[src/logic/szag_pkg.sv]
// Package of constants and types for the secure zone access guard
package szag_pkg;
	localparam int szag_addr_w = 20;
	localparam int szag_data_w = 32;
	localparam int szag_key_words = 4;
	localparam int szag_num_ram = 8;
	localparam int szag_num_sect = 14;
	localparam int szag_num_zones = 3;
	// Zone indices: two master zones, one control zone
	localparam logic [1:0] szag_zone_none = 2'h0;
	localparam logic [1:0] szag_zone_one = 2'h1;
	localparam logic [1:0] szag_zone_two = 2'h2;
	localparam logic [1:0] szag_zone_ctl = 2'h3;
	// Fixed sector owners
	localparam int szag_sect_first = 0;
	localparam int szag_sect_last = szag_num_sect - 1;
	// Region layout of the address space
	localparam logic [szag_addr_w-1:0] szag_ram_base = 20'h00000;
	localparam int szag_ram_shift = 13;
	localparam logic [szag_addr_w-1:0] szag_flash_base = 20'h80000;
	localparam int szag_sect_shift = 15;
	localparam logic [szag_addr_w-1:0] szag_ctl_base = 20'h40000;
	localparam logic [szag_addr_w-1:0] szag_ctl_top = 20'h4ffff;
	// Password word offset inside the owning sector
	localparam logic [szag_addr_w-1:0] szag_pwd_off = 20'h07ff0;
	// Claim field encoding, two bits per resource
	localparam logic [1:0] szag_claim_none = 2'h0;
	// Reset values
	localparam logic [31:0] szag_key_rst = 32'h00000000;
	localparam logic [1:0] szag_claim_rst = 2'h0;
	// Source of an access
	typedef enum logic [1:0] {
		szag_src_cpu,
		szag_src_dbg,
		szag_src_ext
	} szag_src_t;
	// Unlock engine states
	typedef enum logic [1:0] {
		szag_st_idle,
		szag_st_read,
		szag_st_cmp
	} szag_state_t;
endpackage : szag_pkg

[src/logic/szag_guard.sv]
// Secure zone access guard: zone ownership, per-access checks, unlock sequencing
`timescale 1ns/1ps
`default_nettype none
module szag_guard
	import szag_pkg::*;
(
	input wire logic sys_clk,
	input wire logic rst,
	input wire logic acc_valid,
	input wire logic acc_write,
	input wire szag_pkg::szag_src_t acc_src,
	input wire logic [szag_pkg::szag_addr_w-1:0] acc_addr,
	input wire logic [szag_pkg::szag_addr_w-1:0] acc_pc,
	input wire logic [szag_pkg::szag_data_w-1:0] mem_rdata,
	input wire logic [2*szag_pkg::szag_num_ram-1:0] zone_ram_claim,
	input wire logic [2*szag_pkg::szag_num_sect-1:0] zone_flash_sector_claim,
	input wire logic [3*szag_pkg::szag_key_words*32-1:0] zone_unlock_key,
	input wire logic pwd_start,
	input wire logic [1:0] pwd_zone,
	output logic mem_req,
	output logic mem_we,
	output logic [szag_pkg::szag_addr_w-1:0] mem_addr,
	output logic rdata_valid,
	output logic [szag_pkg::szag_data_w-1:0] acc_rdata,
	output logic acc_blocked,
	output logic pwd_busy,
	output logic [2:0] zone_locked
);
	import szag_pkg::*;

	// ==========================================================
	// Zone ownership decode
	// ==========================================================
	// Ownership comes from claims, with two sectors and the control region hard-wired
	function automatic logic [1:0] zone_of(input logic [szag_addr_w-1:0] a,
		input logic [2*szag_num_ram-1:0] rc, input logic [2*szag_num_sect-1:0] sc);
		int idx;
		zone_of = szag_zone_none;
		idx = 0;
		if (a >= szag_ctl_base && a <= szag_ctl_top) begin
			zone_of = szag_zone_ctl;
		end else if (a >= szag_flash_base) begin
			idx = int'((a - szag_flash_base) >> szag_sect_shift);
			if (idx == szag_sect_last) begin
				zone_of = szag_zone_one;
			end else if (idx == szag_sect_first) begin
				zone_of = szag_zone_two;
			end else if (idx < szag_num_sect) begin
				zone_of = sc[2*idx +: 2];
			end
		end else begin
			idx = int'(a >> szag_ram_shift);
			if (idx < szag_num_ram) begin
				zone_of = rc[2*idx +: 2];
			end
		end
	endfunction : zone_of

	// Sector holding each zone's password, fixed per zone
	function automatic logic [szag_addr_w-1:0] pwd_base(input logic [1:0] z);
		logic [szag_addr_w-1:0] sect;
		sect = 20'h00000;
		unique case (z)
			szag_zone_one: sect = szag_addr_w'(szag_sect_last) << szag_sect_shift;
			szag_zone_two: sect = szag_addr_w'(szag_sect_first) << szag_sect_shift;
			default: sect = szag_ctl_base - szag_flash_base;
		endcase
		pwd_base = szag_flash_base + sect + szag_pwd_off;
	endfunction : pwd_base

	// ==========================================================
	// Zone lock engines
	// ==========================================================
	logic [2:0] lock_w;
	logic [2:0] pwd_valid_w;
	logic [szag_key_words*32-1:0] pwd_reg, pwd_next;
	genvar g;
	generate
		for (g = 0; g < szag_num_zones; g++) begin : g_zone
			szag_zone_lock u_lock (
				.sys_clk(sys_clk),
				.rst(rst),
				.zone_unlock_key(zone_unlock_key[g*szag_key_words*32 +: szag_key_words*32]),
				.pwd_valid(pwd_valid_w[g]),
				.pwd_value(pwd_reg),
				.locked(lock_w[g])
			);
		end
	endgenerate

	// ==========================================================
	// Access check and password read sequencer
	// ==========================================================
	szag_state_t st_reg, st_next;
	logic [1:0] wcnt_reg, wcnt_next;
	logic [1:0] pz_reg, pz_next;
	logic mem_req_reg, mem_req_next;
	logic mem_we_reg, mem_we_next;
	logic [szag_addr_w-1:0] mem_addr_reg, mem_addr_next;
	logic rv_reg, rv_next;
	logic [szag_data_w-1:0] rd_reg, rd_next;
	logic blk_reg, blk_next;
	logic pend_reg, pend_next;
	logic pend_blk_reg, pend_blk_next;
	logic [1:0] tz, pcz;
	logic tgt_locked, deny;

	always_comb begin
		tz = zone_of(acc_addr, zone_ram_claim, zone_flash_sector_claim);
		pcz = zone_of(acc_pc, zone_ram_claim, zone_flash_sector_claim);
		tgt_locked = (tz != szag_zone_none) && lock_w[tz - 2'h1];
		deny = 1'b0;
		if (tgt_locked) begin
			if (acc_src != szag_src_cpu) begin
				deny = 1'b1;
			end else if (pcz != tz) begin
				deny = 1'b1;
			end // Code inside the same zone passes
		end
		st_next = st_reg;
		wcnt_next = wcnt_reg;
		pz_next = pz_reg;
		pwd_next = pwd_reg;
		mem_req_next = 1'b0;
		mem_we_next = 1'b0;
		mem_addr_next = mem_addr_reg;
		rv_next = 1'b0;
		rd_next = rd_reg;
		blk_next = 1'b0;
		pend_next = 1'b0;
		pend_blk_next = 1'b0;
		// Memory returns data in the same cycle the request is on mem_req
		if (pend_reg) begin
			rv_next = 1'b1;
			rd_next = pend_blk_reg ? '0 : mem_rdata;
		end
		unique case (st_reg)
			szag_st_idle: begin
				// CPU accesses never stall; a blocked read completes with zero
				if (acc_valid) begin
					mem_req_next = !deny;
					mem_we_next = acc_write && !deny;
					mem_addr_next = acc_addr;
					blk_next = deny;
					pend_next = !acc_write;
					pend_blk_next = deny;
				end else if (pwd_start && pwd_zone != szag_zone_none) begin
					st_next = szag_st_read;
					pz_next = pwd_zone;
					wcnt_next = 2'h0;
				end
			end
			szag_st_read: begin
				mem_req_next = 1'b1;
				mem_addr_next = pwd_base(pz_reg) + {wcnt_reg, 2'h0};
				st_next = szag_st_cmp;
			end
			szag_st_cmp: begin
				if (pend_reg) begin
					pwd_next[32*wcnt_reg +: 32] = mem_rdata;
					if (wcnt_reg == 2'h3) begin
						st_next = szag_st_idle;
					end else begin
						wcnt_next = wcnt_reg + 2'h1;
						st_next = szag_st_read;
					end
				end
			end
			default: st_next = szag_st_idle;
		endcase
		if (st_reg == szag_st_read) begin
			pend_next = 1'b1;
		end
		// Engine read data is not flagged valid to the requester, but the word still reaches acc_rdata
		if (st_reg == szag_st_cmp) begin
			rv_next = 1'b0;
		end
	end

	// Compare fires the cycle after the last word lands
	logic fire_reg;
	logic [1:0] fz_reg;
	// Busy is registered from the next state so the port comes from a flop
	logic busy_reg;
	always_ff @(posedge sys_clk or posedge rst) begin
		if (rst) begin
			fire_reg <= 1'b0;
			fz_reg <= 2'h0;
			busy_reg <= 1'b0;
		end else begin
			fire_reg <= (st_reg == szag_st_cmp) && pend_reg && (wcnt_reg == 2'h3);
			fz_reg <= pz_reg;
			busy_reg <= (st_next != szag_st_idle);
		end
	end
	// Only the zone whose password was read gets the compare strobe
	generate
		for (g = 0; g < szag_num_zones; g++) begin : g_fire
			assign pwd_valid_w[g] = fire_reg && (fz_reg == 2'(g + 1));
		end
	endgenerate

	always_ff @(posedge sys_clk or posedge rst) begin
		if (rst) begin
			st_reg <= szag_st_idle;
			wcnt_reg <= 2'h0;
			pz_reg <= szag_zone_none;
			pwd_reg <= '0;
			mem_req_reg <= 1'b0;
			mem_we_reg <= 1'b0;
			mem_addr_reg <= '0;
			rv_reg <= 1'b0;
			rd_reg <= '0;
			blk_reg <= 1'b0;
			pend_reg <= 1'b0;
			pend_blk_reg <= 1'b0;
		end else begin
			st_reg <= st_next;
			wcnt_reg <= wcnt_next;
			pz_reg <= pz_next;
			pwd_reg <= pwd_next;
			mem_req_reg <= mem_req_next;
			mem_we_reg <= mem_we_next;
			mem_addr_reg <= mem_addr_next;
			rv_reg <= rv_next;
			rd_reg <= rd_next;
			blk_reg <= blk_next;
			pend_reg <= pend_next;
			pend_blk_reg <= pend_blk_next;
		end
	end

	assign mem_req = mem_req_reg;
	assign mem_we = mem_we_reg;
	assign mem_addr = mem_addr_reg;
	assign rdata_valid = rv_reg;
	assign acc_rdata = rd_reg;
	assign acc_blocked = blk_reg;
	assign pwd_busy = busy_reg;
	assign zone_locked = lock_w;

	chk_debug_blocked: assert property (@(posedge sys_clk) disable iff (rst)
		acc_valid && st_reg == szag_st_idle && acc_src == szag_src_dbg && tgt_locked
		|=> acc_blocked && !mem_req)
		else $error("debug access to locked zone passed");
	chk_blocked_zero: assert property (@(posedge sys_clk) disable iff (rst)
		acc_valid && st_reg == szag_st_idle && !acc_write && deny
		|=> ##1 rdata_valid && acc_rdata == '0)
		else $error("blocked read did not return zero");
	chk_secure_code_ok: assert property (@(posedge sys_clk) disable iff (rst)
		acc_valid && st_reg == szag_st_idle && acc_src == szag_src_cpu && tz != szag_zone_none
		&& pcz == tz |=> !acc_blocked && mem_req)
		else $error("code in zone was blocked");
	chk_unsecure_pc: assert property (@(posedge sys_clk) disable iff (rst)
		acc_valid && st_reg == szag_st_idle && tgt_locked && pcz != tz |=> acc_blocked)
		else $error("unsecure code reached locked zone");
	chk_fixed_sectors: assert property (@(posedge sys_clk) disable iff (rst)
		acc_valid && acc_addr[szag_addr_w-1:szag_sect_shift]
		== 5'(int'(szag_flash_base >> szag_sect_shift) + szag_sect_last) |-> tz == szag_zone_one)
		else $error("last sector not owned by zone one");
	chk_first_sector: assert property (@(posedge sys_clk) disable iff (rst)
		acc_valid && acc_addr[szag_addr_w-1:szag_sect_shift]
		== 5'(int'(szag_flash_base >> szag_sect_shift) + szag_sect_first) |-> tz == szag_zone_two)
		else $error("first sector not owned by zone two");
	chk_pwd_reads: assert property (@(posedge sys_clk) disable iff (rst)
		st_reg == szag_st_idle && !acc_valid && pwd_start && pwd_zone != 2'h0
		|=> ##1 mem_req && mem_addr == pwd_base(pz_reg))
		else $error("password read not issued");
	chk_no_stall: assert property (@(posedge sys_clk) disable iff (rst)
		acc_valid && st_reg == szag_st_idle && !acc_write |=> ##1 rdata_valid)
		else $error("read answer missing");
	chk_claim_map: assert property (@(posedge sys_clk) disable iff (rst)
		acc_valid && st_reg == szag_st_idle && acc_addr < szag_ctl_base
		&& acc_addr[szag_addr_w-1:szag_ram_shift] == '0 |-> tz == zone_ram_claim[1:0])
		else $error("ram claim not honoured");
endmodule : szag_guard
`default_nettype wire

[src/logic/szag_zone_lock.sv]
// Per-zone password compare and lock state
`timescale 1ns/1ps
`default_nettype none
module szag_zone_lock
	import szag_pkg::*;
(
	input wire logic sys_clk,
	input wire logic rst,
	input wire logic [szag_key_words*32-1:0] zone_unlock_key,
	input wire logic pwd_valid,
	input wire logic [szag_key_words*32-1:0] pwd_value,
	output logic locked
);
	import szag_pkg::*;
	logic locked_reg, locked_next;
	logic all_ones, all_zero;

	always_comb begin
		all_ones = &pwd_value;
		all_zero = ~|pwd_value;
		locked_next = locked_reg;
		if (pwd_valid) begin
			if (all_zero) begin
				locked_next = 1'b1;
			end else if (all_ones) begin
				locked_next = 1'b0;
			end else if (zone_unlock_key == pwd_value) begin
				locked_next = 1'b0;
			end else begin
				locked_next = 1'b1;
			end
		end
	end

	// Locked out of reset until the password has been read
	always_ff @(posedge sys_clk or posedge rst) begin
		if (rst) begin
			locked_reg <= 1'b1;
		end else begin
			locked_reg <= locked_next;
		end
	end
	assign locked = locked_reg;

	chk_zero_never_unlocks: assert property (@(posedge sys_clk) disable iff (rst)
		pwd_valid && all_zero |=> locked_reg)
		else $error("all-zero password unlocked the zone");
	chk_ones_unlock: assert property (@(posedge sys_clk) disable iff (rst)
		pwd_valid && all_ones |=> !locked_reg)
		else $error("erased password left zone locked");
	chk_key_match: assert property (@(posedge sys_clk) disable iff (rst)
		pwd_valid && !all_zero && zone_unlock_key != pwd_value && !all_ones |=> locked_reg)
		else $error("wrong key unlocked the zone");
endmodule : szag_zone_lock
`default_nettype wire

[config.mk]
export PLATFORM = sky130hd
export DESIGN_NAME = szag_guard
export DESIGN_NICKNAME = d
export VERILOG_FILES = /design/src/logic/szag_pkg.sv /design/src/logic/szag_guard.sv /design/src/logic/szag_zone_lock.sv
export SDC_FILE = /design/constraint.sdc
export NUM_CORES = 1
export LEC_CHECK = 0
export ABC_CLOCK_PERIOD_IN_PS = 6200
export BUFFER_PORTS_ARGS = -buffer_cell sky130_fd_sc_hd__buf_2
export CAP_MARGIN = 20
export CELL_PAD_IN_SITES_DETAIL_PLACEMENT = 0
export CELL_PAD_IN_SITES_GLOBAL_PLACEMENT = 2
export CORE_ASPECT_RATIO = 1.25
export CORE_MARGIN = 1.5
export CORE_UTILIZATION = 25
export CTS_CLUSTER_DIAMETER = 80
export DETAILED_ROUTE_END_ITERATION = 7
export PLACE_DENSITY = 0.88
export SYNTH_ARGS = -nofsm -noshare
export SYNTH_HDL_FRONTEND = slang
export SYNTH_HIERARCHICAL = 1
export SYNTH_SLANG_ARGS = --single-unit
[constraint.sdc]
create_clock -name sys_clk -period 6.2 [get_ports sys_clk]
set_clock_uncertainty 0.05 [all_clocks]
set_input_delay 0.62 -clock sys_clk [delete_from_list [all_inputs] [get_ports sys_clk]]
set_output_delay 0.62 -clock sys_clk [all_outputs]
set_load 0.02 [all_outputs]
==> out/results.txt, run 1 <==
Run status: finished clean
Total track usage: 24.4%
WL/cell: 24.9 um
Critical-path maximum fanout: 10
Nets: 2745
Worst Setup Start Kind: flop
First-pass GRT wire length: 105 mm
Grt total ovfl: 0
Crit path DAT: 3.38 ns
Cell Pwr Density: 463 nW/um2
Syn Nets: 2226
Max Cap Violations: 0
Most used DFF post-synth: dfrtp_1
P&R area growth vs syn: 29.0%
Endpoints failing setup: 0
Final hold vios: 0
Post-Layout Cell Count: 2992
Layout cells sized above 1: 28.0%
Syn avg cell area: 8.46 um2
Number of synthesized flops with an enable pin: 0
Worst Hold Class: input port to async pin
Worst rel slew slack: 26.4%
Yosys warns: 6
Leak: 0.00769 uW
DP Area: 18000 um2
Tcrit/Tclk final: 49.5%
Largest register FFs: 128
Top-count cell post-synth: xnor2_1
Worst r2r src: pwd_reg[111]
Largest net degree at the start of global routing: 142
Hold_buf cts: 0
Clk_lat worst skew: 0.46 ns
Setup_tns: 0 ns
Row count: 98
Die area: 59300 um2
Count of different cell masters after synthesis: 45
Post-synth top cells: xnor2_1 (386), nand2_1 (339), nand4_1 (229)
Netlist area before placement: 14500 um2
I/O pins: 569
End point of the critical path: g_zone[2].u_lock/locked
CTS tree: yes
Finished Cell Area: 18600 um2
Minimum clock period: 3.07 ns
Synth top area share: 33.8%
Slew at the pin closest to its max-slew limit: 1.09 ns
Critical Path Start: pwd_reg[111]
Die H: 272 um
Chip width: 218 um
Number of port buffers: 551
DRC violations left: 0
CTS buffer count: 17
Crit Path Category: flop to flop
Final Slew Violations: 0
Synthesis-stage register bit count: 198
FMAX: 326 MHz
Clock sink count: 198
CTS resizes: 0
Peak VDD IR: 0.000163 V
CORE AREA: 57100 um2
RSZ-0062 raised after global routing: no
Main area contributors after synthesis: dfrtp_1 (34%), xnor2_1 (23%), nand4_1 (9.9%), nand2_1 (8.8%), nor4_1 (6.6%)
Detailed-route via count: 15.6k
CTS Root Cell: clkbuf_16
FF-to-FF End: g_zone[2].u_lock/locked
Critical Path RT: 6.51 ns
Drt pass-1 iters: 6
Seq/Total Area, Yosys: 34.3%
Synth area leader: dfrtp_1
Crit path capture type: flop
DP HPWL: 60.7 mm
Fill cells: 6139
Clock-pin slew on the worst setup and hold paths: 0.09 ns
Htree depth: 4
DR vias/cell: 5.22
Drt initial violations: 1146
CTS max path bufs: 2
Reg2reg path depth: 6
Initial Util: 25.3%
Antenna-violating nets left: 0
Flop2flop setup slack: 3.13 ns
WL final: 74.4 mm
Vias in the first global route: 15.8k
Design Power: 8630 uW
Gpl congestion: 0.940
Post-synth ARST share: 100%
Post-CTS Setup Inserts: 0
Initial antenna violation count: 5
Cells after Synth: 1709
Inst Count DP: 2958
final cells by class:
type | instances | area [um2] | area share, %
diodes | 1 | 2.50 | 0.0134
clock buffers | 17 | 425 | 2.28
clock inverters | 15 | 176 | 0.946
inverters | 42 | 165 | 0.886
multi-input cells | 1406 | 9110 | 48.8
flip-flops and latches | 198 | 4960 | 26.6
well taps | 750 | 938 | 5.03
repair buffers | 563 | 2870 | 15.4
how the worst min path moves through the flow:
| stage | startpoint | to | slack (ns) | cells after the start |
|---|---|---|---|---|
| floorplan | pz_reg[1] | fz_reg[1] | 0.33 | 0 |
| detailed placement | pz_reg[0] | fz_reg[0] | 0.36 | 0 |
| global placement | pz_reg[0] | fz_reg[0] | 0.35 | 0 |
| global route | rst | pwd_reg[10] | 0.08 | 2 |
| CTS | rst | g_zone[1].u_lock/locked | 0.16 | 2 |
| finish | rst | pwd_reg[63] | 0.09 | 2 |
per-stage QoR:
stage,setup WS (ns),utilization (%),hold WS [ns]
2_1_floorplan,0.218,-,0.328
3_3_place_gp,3.13,31.5,0.352
3_5_place_dp,3.09,31.5,0.356
4_1_cts,3.19,32.6,0.157
5_1_grt,3.12,32.6,0.0830
6_report,3.13,32.6,0.0944
kinds of logic (layout without fill, tap and decap cells):
kind of cell             count (synthesis)  count (layout)  share of synthesized area (%)
buffers and inverters                  105             637                           2.85
AO/OA/AOI/OAI                          208             208                           8.06
other                                    0               1                              0
multiplexers                            29              29                           3.25
AND/OR/NAND/NOR                        775             775                           27.5
XOR/XNOR                               386             386                           23.4
adder cells (fa/ha/maj)                  8               8                          0.693
flip-flops                             198             198                           34.3
per-layer routing:
metal / track usage [%] / wire, um / vias up
li1: - / - / 7253
met1: 26.4 / 26800 / 7377
met2: 43.9 / 37500 / 827
met3: 5.74 / 5940 / 167
met4: 13.0 / 4200 / 8
met5: 0 / 53 / -
worst max-delay path, cell delays in order (launching register included):
cell     delay, ns
dfrtp_1       0.77
xnor2_1       0.18
nand4_1       0.11
nor4_1        0.94
nand4_1       0.26
o22ai_1       0.49
a31oi_1       0.17
layout by cell type (no fill, tap or decap), types with 5 or more instances in the layout:
master | synthesis | routed
nand2b_1 | 5 | 5
nand4_1 | 229 | 229
buf_2 | 1 | 551
inv_1 | 42 | 41
ha_1 | 8 | 8
clkbuf_16 | 0 | 17
o22ai_1 | 38 | 38
dfrtp_1 | 195 | 194
nand2_1 | 339 | 338
mux4_2 | 14 | 14
xnor2_1 | 386 | 386
buf_4 | 0 | 11
nor2_1 | 14 | 14
o21ai_0 | 143 | 143
a31oi_1 | 5 | 5
a21oi_1 | 5 | 5
nor4_1 | 152 | 152
mux2i_1 | 12 | 12
nand3_1 | 8 | 8
report_power, final:
part           total (uW)  internal [uW]  switching (uW)
Sequential           3830           1850            1990
Combinational        3630           1760            1870
Clock                1160            549             614
(Power assumes the default switching activity.)
==> run 2: changes to the inputs <==
Settings changed: ABC_CLOCK_PERIOD_IN_PS 6200 to 3190, CORE_UTILIZATION 25 to 28, PLACE_DENSITY 0.88 to 0.93.
Clock period 6.2 ns to 3.19 ns, I/O delays scaled along.
==> out/results.txt, run 2 (synthesized netlist as in run 1, its figures left out) <==
Run status: finished clean (unchanged)
Worst rel slew slack: 41.8% (was 26.4%)
Gpl congestion: 0.959 (was 0.940)
Drt initial violations: 1251 (was 1146)
Crit path DAT: 3.06 ns (was 3.38 ns)
Most frequent cells in the layout: buf_2 (551), xnor2_1 (386), nand2_1 (337) (was buf_2 (551), xnor2_1 (386), nand2_1 (338))
Critical Path RT: 3.51 ns (was 6.51 ns)
Worst r2r src: pwd_reg[111] (unchanged)
Cell repeated most along the worst path: nand4_1 (unchanged)
Antenna-violating nets left: 0 (unchanged)
Die area: 53000 um2 (was 59300 um2)
Total track usage: 26.6% (was 24.4%)
Largest register FFs: 128 (unchanged)
DP Area: 18100 um2 (was 18000 um2)
Worst Hold Class: input port to flop (was input port to async pin)
Finished Cell Area: 18800 um2 (was 18600 um2)
Tcrit/Tclk final: 85.7% (was 49.5%)
Critical-path maximum fanout: 10 (unchanged)
Detailed-route via count: 15.8k (was 15.6k)
Chip width: 206 um (was 218 um)
RSZ-0062 raised after global routing: no (unchanged)
Cell Pwr Density: 906 nW/um2 (was 463 nW/um2)
Nets: 2774 (was 2745)
Post-CTS Setup Inserts: 0 (unchanged)
I/O pins: 569 (unchanged)
Slew at the pin closest to its max-slew limit: 0.873 ns (was 1.09 ns)
Vias in the first global route: 15.8k (about the same)
Die H: 257 um (was 272 um)
CTS tree: yes (unchanged)
Slowest cell on the critical path: dfrtp_1 (was nor4_1)
Critical Path Start: pwd_reg[111] (unchanged)
Row count: 92 (was 98)
Hold Slack: 0.0253 ns (was 0.0944 ns)
DR vias/cell: 5.37 (was 5.22)
Cell family with the largest share of critical-path delay: simple AND/OR/NAND/NOR gates (unchanged)
DP HPWL: 59.1 mm (was 60.7 mm)
Crit-path cells: xnor2_1 > nand4_1 > nor4_1 > nand4_1 > o22ai_1 > a31oi_1 (unchanged)
Htree depth: 4 (unchanged)
Inst Count DP: 2889 (was 2958)
Final Core Density: 37.0% (was 32.6%)
CTS Root Cell: clkbuf_16 (unchanged)
WP buf/inv: 0 (unchanged)
Max Cap Violations: 0 (unchanged)
Flop2flop setup slack: 0.46 ns (was 3.13 ns)
Most common cell after layout, fill and taps aside: buf_2 (unchanged)
P&R area growth vs syn: 29.8% (was 29.0%)
First-pass GRT wire length: 103 mm (was 105 mm)
Worst Setup Start Kind: flop (unchanged)
Layout cells sized above 1: 28.6% (was 28.0%)
Number of port buffers: 551 (unchanged)
Minimum clock period: 2.73 ns (was 3.07 ns)
Endpoints failing setup: 0 (unchanged)
Clock sink count: 198 (unchanged)
Global route hottest layer: met2 (unchanged)
Initial antenna violation count: 8 (was 5)
Post-Layout Cell Count: 2933 (was 2992)
End point of the critical path: g_zone[2].u_lock/locked (unchanged)
Grt total ovfl: 0 (unchanged)
Largest net degree at the start of global routing: 135 (was 142)
FF-to-FF End: g_zone[2].u_lock/locked (unchanged)
Met1 usage: 30.4% (was 26.4%)
M2 GR Usage: 46.5% (was 43.9%)
Final Slew Violations: 0 (unchanged)
Final hold vios: 0 (unchanged)
Clk_lat worst skew: 0.47 ns (was 0.46 ns)
Initial Util: 28.5% (was 25.3%)
Crit path capture type: flop (unchanged)
CTS buffer count: 17 (unchanged)
WL/cell: 24.7 um (was 24.9 um)
Met3 demand-to-capacity share in global routing: 5.34% (was 5.74%)
DRC violations left: 0 (unchanged)
Peak VDD IR: 0.000393 V (was 0.000163 V)
CTS max path bufs: 2 (unchanged)
Crit path depth: 6 (unchanged)
Setup_tns: 0 ns (unchanged)
Leak: 0.00781 uW (was 0.00769 uW)
WL final: 72.4 mm (was 74.4 mm)
Clock-pin slew on the worst setup and hold paths: 0.08 ns (was 0.09 ns)
FMAX: 366 MHz (was 326 MHz)
Reg2reg path depth: 6 (unchanged)
Drt pass-1 iters: 5 (was 6)
Crit Path Category: flop to flop (unchanged)
Max stage delay on crit path: 0.79 ns (was 0.94 ns)
CORE AREA: 50800 um2 (was 57100 um2)
run 2: where the power goes:
part	total (uW)	internal, uW	switching (uW)
logic	7480	3580	3900
clock network	2230	1060	1160
registers	7290	3590	3700
run 2: repair_timing:
action | 4_1_cts | 5_1_grt
gates resized for setup | 0 | 0
endpoints found under the hold margin | 9 | 0
hold buffers | 7 | 0
run 2: worst min-delay path by stage:
stage | startpoint | endpoint | slack, ns | cells past startpoint
final | acc_addr[6] | mem_addr[6] | 0.03 | 3
after global routing | acc_addr[4] | mem_addr[4] | 0.02 | 3
after CTS | acc_addr[9] | mem_addr[9] | 0.0002 | 3
after detailed placement | rst | g_zone[1].u_lock/locked | 0.33 | 2
after global placement | rst | g_zone[1].u_lock/locked | 0.33 | 2
after floorplan | rst | g_zone[0].u_lock/locked | 0.16 | 1
run 2: final cells by class:
class	count	area, um2
well taps	658	823
clock inverters	15	180
inverters	42	161
multi-input cells	1406	9110
flip-flops and latches	198	4960
clock buffers	17	425
repair buffers	592	3100
fillers	5350	32000
diodes	5	12.5
run 2: worst register-to-register path, cell delays in order, from the launching register on:
cell and delay [ns]:
dfrtp_1 0.79, xnor2_1 0.19, nand4_1 0.11, nor4_1 0.67
nand4_1 0.27, o22ai_1 0.42, a31oi_1 0.15
run 2: stage by stage:
step	setup slack, ns	power, uW
finish	0.457	17000
global route	0.339	18100
CTS	0.489	17000
detailed placement	0.508	14700
global placement	0.528	14500
floorplan	0.303	10800
run 2: per-layer routing:
layer  wire length (um)  vias up
li1                   -     7307
met5                 51        -
met2              36000      759
met3               5100      136
met1              27800     7546
met4               3480        8
==> run 3: changes to the inputs <==
--- a/config.mk
+++ b/config.mk
@@ -7,3 +7,3 @@
 export LEC_CHECK = 0
-export ABC_CLOCK_PERIOD_IN_PS = 3190
+export ABC_CLOCK_PERIOD_IN_PS = 2760
 export BUFFER_PORTS_ARGS = -buffer_cell sky130_fd_sc_hd__buf_2
==> constraint.sdc (replaced) <==
create_clock -name sys_clk -period 2.76 [get_ports sys_clk]
set_clock_uncertainty 0.05 [all_clocks]
set_input_delay 0.138 -clock sys_clk [delete_from_list [all_inputs] [get_ports sys_clk]]
set_output_delay 0.138 -clock sys_clk [all_outputs]
set_load 0.02 [all_outputs]
==> out/results.txt, run 3 (synthesized netlist as in run 1, its figures left out) <==
DRC violations left: 0 (unchanged)
Detailed-route via count: 16.1k (was 15.8k)
Cell Pwr Density: 1020 nW/um2 (was 906 nW/um2)
Max Cap Violations: 0 (unchanged)
Crit Path Category: flop to flop (unchanged)
Critical-path maximum fanout: 10 (unchanged)
Switching Fraction: 51.2% (was 51.5%)
CTS max path bufs: 2 (unchanged)
CTS buffer count: 17 (unchanged)
Reg2reg path depth: 7 (was 6)
Largest net degree at the start of global routing: 149 (was 135)
Sw power: 10000 uW (was 8760 uW)
Total track usage: 27.2% (was 26.6%)
CTS tree: yes (unchanged)
Endpoints failing setup: 0 (unchanged)
Clock Power Share: 13.2% (was 13.1%)
Drt pass-1 iters: 5 (unchanged)
Post-Layout Cell Count: 2987 (was 2933)
Final Core Density: 38.0% (was 37.0%)
Inst Count DP: 2899 (was 2889)
Vias in the first global route: 16.2k (was 15.8k)
Die H: 257 um (unchanged)
WL final: 73.8 mm (was 72.4 mm)
Most frequent cells in the layout: buf_2 (551), xnor2_1 (386), nand2_1 (337) (unchanged)
I/O pins: 569 (unchanged)
Row count: 92 (unchanged)
Crit path capture type: flop (unchanged)
Run status: finished clean (unchanged)
CTS Root Cell: clkbuf_16 (unchanged)
First-pass GRT wire length: 105 mm (was 103 mm)
Layout cells sized above 1: 28.6% (about the same)
Htree depth: 4 (unchanged)
Final hold vios: 0 (unchanged)
DR vias/cell: 5.40 (was 5.37)
Crit path DAT: 3.06 ns (about the same)
Number of port buffers: 551 (unchanged)
Chip width: 206 um (unchanged)
Worst rel slew slack: 44.4% (was 41.8%)
Peak VDD IR: 0.000500 V (was 0.000393 V)
Grt total ovfl: 0 (unchanged)
Tcrit/Tclk final: 99.1% (was 85.7%)
Clk_lat worst skew: 0.46 ns (was 0.47 ns)
WL/cell: 24.7 um (about the same)
Most common cell after layout, fill and taps aside: buf_2 (unchanged)
Worst Setup Start Kind: flop (unchanged)
Internal power: 9560 uW (was 8230 uW)
Final Slew Violations: 0 (unchanged)
Finished Cell Area: 19300 um2 (was 18800 um2)
Seq pwr share: 42.6% (was 42.9%)
Leak: 0.00806 uW (was 0.00781 uW)
Comb pwr share: 44.2% (was 44.0%)
P&R area growth vs syn: 33.6% (was 29.8%)
Hold Slack: 0.0189 ns (was 0.0253 ns)
Setup_tns: 0 ns (unchanged)
Nets: 2828 (was 2774)
FMAX: 366 MHz (about the same)
Initial Util: 28.5% (unchanged)
Gpl congestion: 0.971 (was 0.959)
Hold-critical path depth: 4 (was 3)
Critical Path RT: 3.08 ns (was 3.51 ns)
Largest register FFs: 128 (unchanged)
Minimum clock period: 2.74 ns (was 2.73 ns)
Slew at the pin closest to its max-slew limit: 0.834 ns (was 0.873 ns)
Clock sink count: 198 (unchanged)
RSZ-0062 raised after global routing: no (unchanged)
Worst Hold Class: input port to flop (unchanged)
Initial antenna violation count: 9 (was 8)
DP HPWL: 59.6 mm (was 59.1 mm)
Post-CTS Setup Inserts: 0 (unchanged)
CORE AREA: 50800 um2 (unchanged)
Clock-pin slew on the worst setup and hold paths: 0.08 ns (about the same)
Antenna-violating nets left: 0 (unchanged)
Drt initial violations: 1517 (was 1251)
DP Area: 18200 um2 (was 18100 um2)
Die area: 53000 um2 (unchanged)
run 3: changes by cell type in the layout (fill, tap and decap cells not counted), sizes merged:
cell         before  now
buf             585  595
clkinv            6    3
clkinvlp          2    1
dlygate4sd3       7   51
inv              49   53
run 3: worst max-delay path, cell delays in order (launching register included):
cell and delay, ns:
dfrtp_1 0.69, xnor2_1 0.19, nand4_1 0.12, nor4_1 0.61, buf_4 0.22, nand4_1 0.23, o22ai_1 0.40, a31oi_1 0.15
run 3: cell type report:
cell class / instances / area (um2)
multi-input combinational: 1406 / 9110
antenna: 5 / 12.5
inverter: 42 / 161
timing repair buffer: 646 / 3640
fill: 5295 / 31500
clock buffer: 17 / 425
sequential: 198 / 4960
clock inverter: 15 / 166
tap: 658 / 823
run 3: worst paths after layout:
path	start	to	slack (ns)
max reg2reg	pwd_reg[44]	g_zone[0].u_lock/locked	0.02
min in group asynchronous	rst	g_zone[1].u_lock/locked	0.28
min reg2reg	pz_reg[0]	fz_reg[0]	0.39
max	pwd_reg[44]	g_zone[0].u_lock/locked	0.02
max in group asynchronous	rst	pwd_reg[120]	1.49
min	acc_src[0]	mem_we	0.02
run 3: metal layers:
layer / vias up / track usage, % / part of all wire (%) / wire length, um
met4: 8 / 17.0 / 6.6 / 4860
met1: 7712 / 30.6 / 38 / 27700
met2: 817 / 46.5 / 48 / 35700
li1: 7433 / - / - / -
met3: 169 / 5.74 / 7.3 / 5420
met5: - / 0 / 0.085 / 63
run 3: repair_timing:
action	4_1_cts	5_1_grt
hold buffers	51	0
endpoints found under the setup margin	0	1
gates resized for setup	0	4
endpoints found under the hold margin	350	0
run 3: stage by stage:
step,setup slack (ns),total power [uW]
floorplan,0.0536,12500
global placement,0.161,16600
detailed placement,0.138,16800
CTS,0.117,19500
global route,0.00271,20800
finish,0.0244,19600
run 3: power groups by stage:
stage / clock network (uW) / registers [uW] / logic, uW
6_report: 2590 / 8350 / 8660
5_1_grt: 2750 / 8460 / 9580
4_1_cts: 2650 / 8200 / 8660
3_5_place_dp: 0 / 8250 / 8580
3_3_place_gp: 0 / 8130 / 8430
2_1_floorplan: 0 / 7090 / 5420
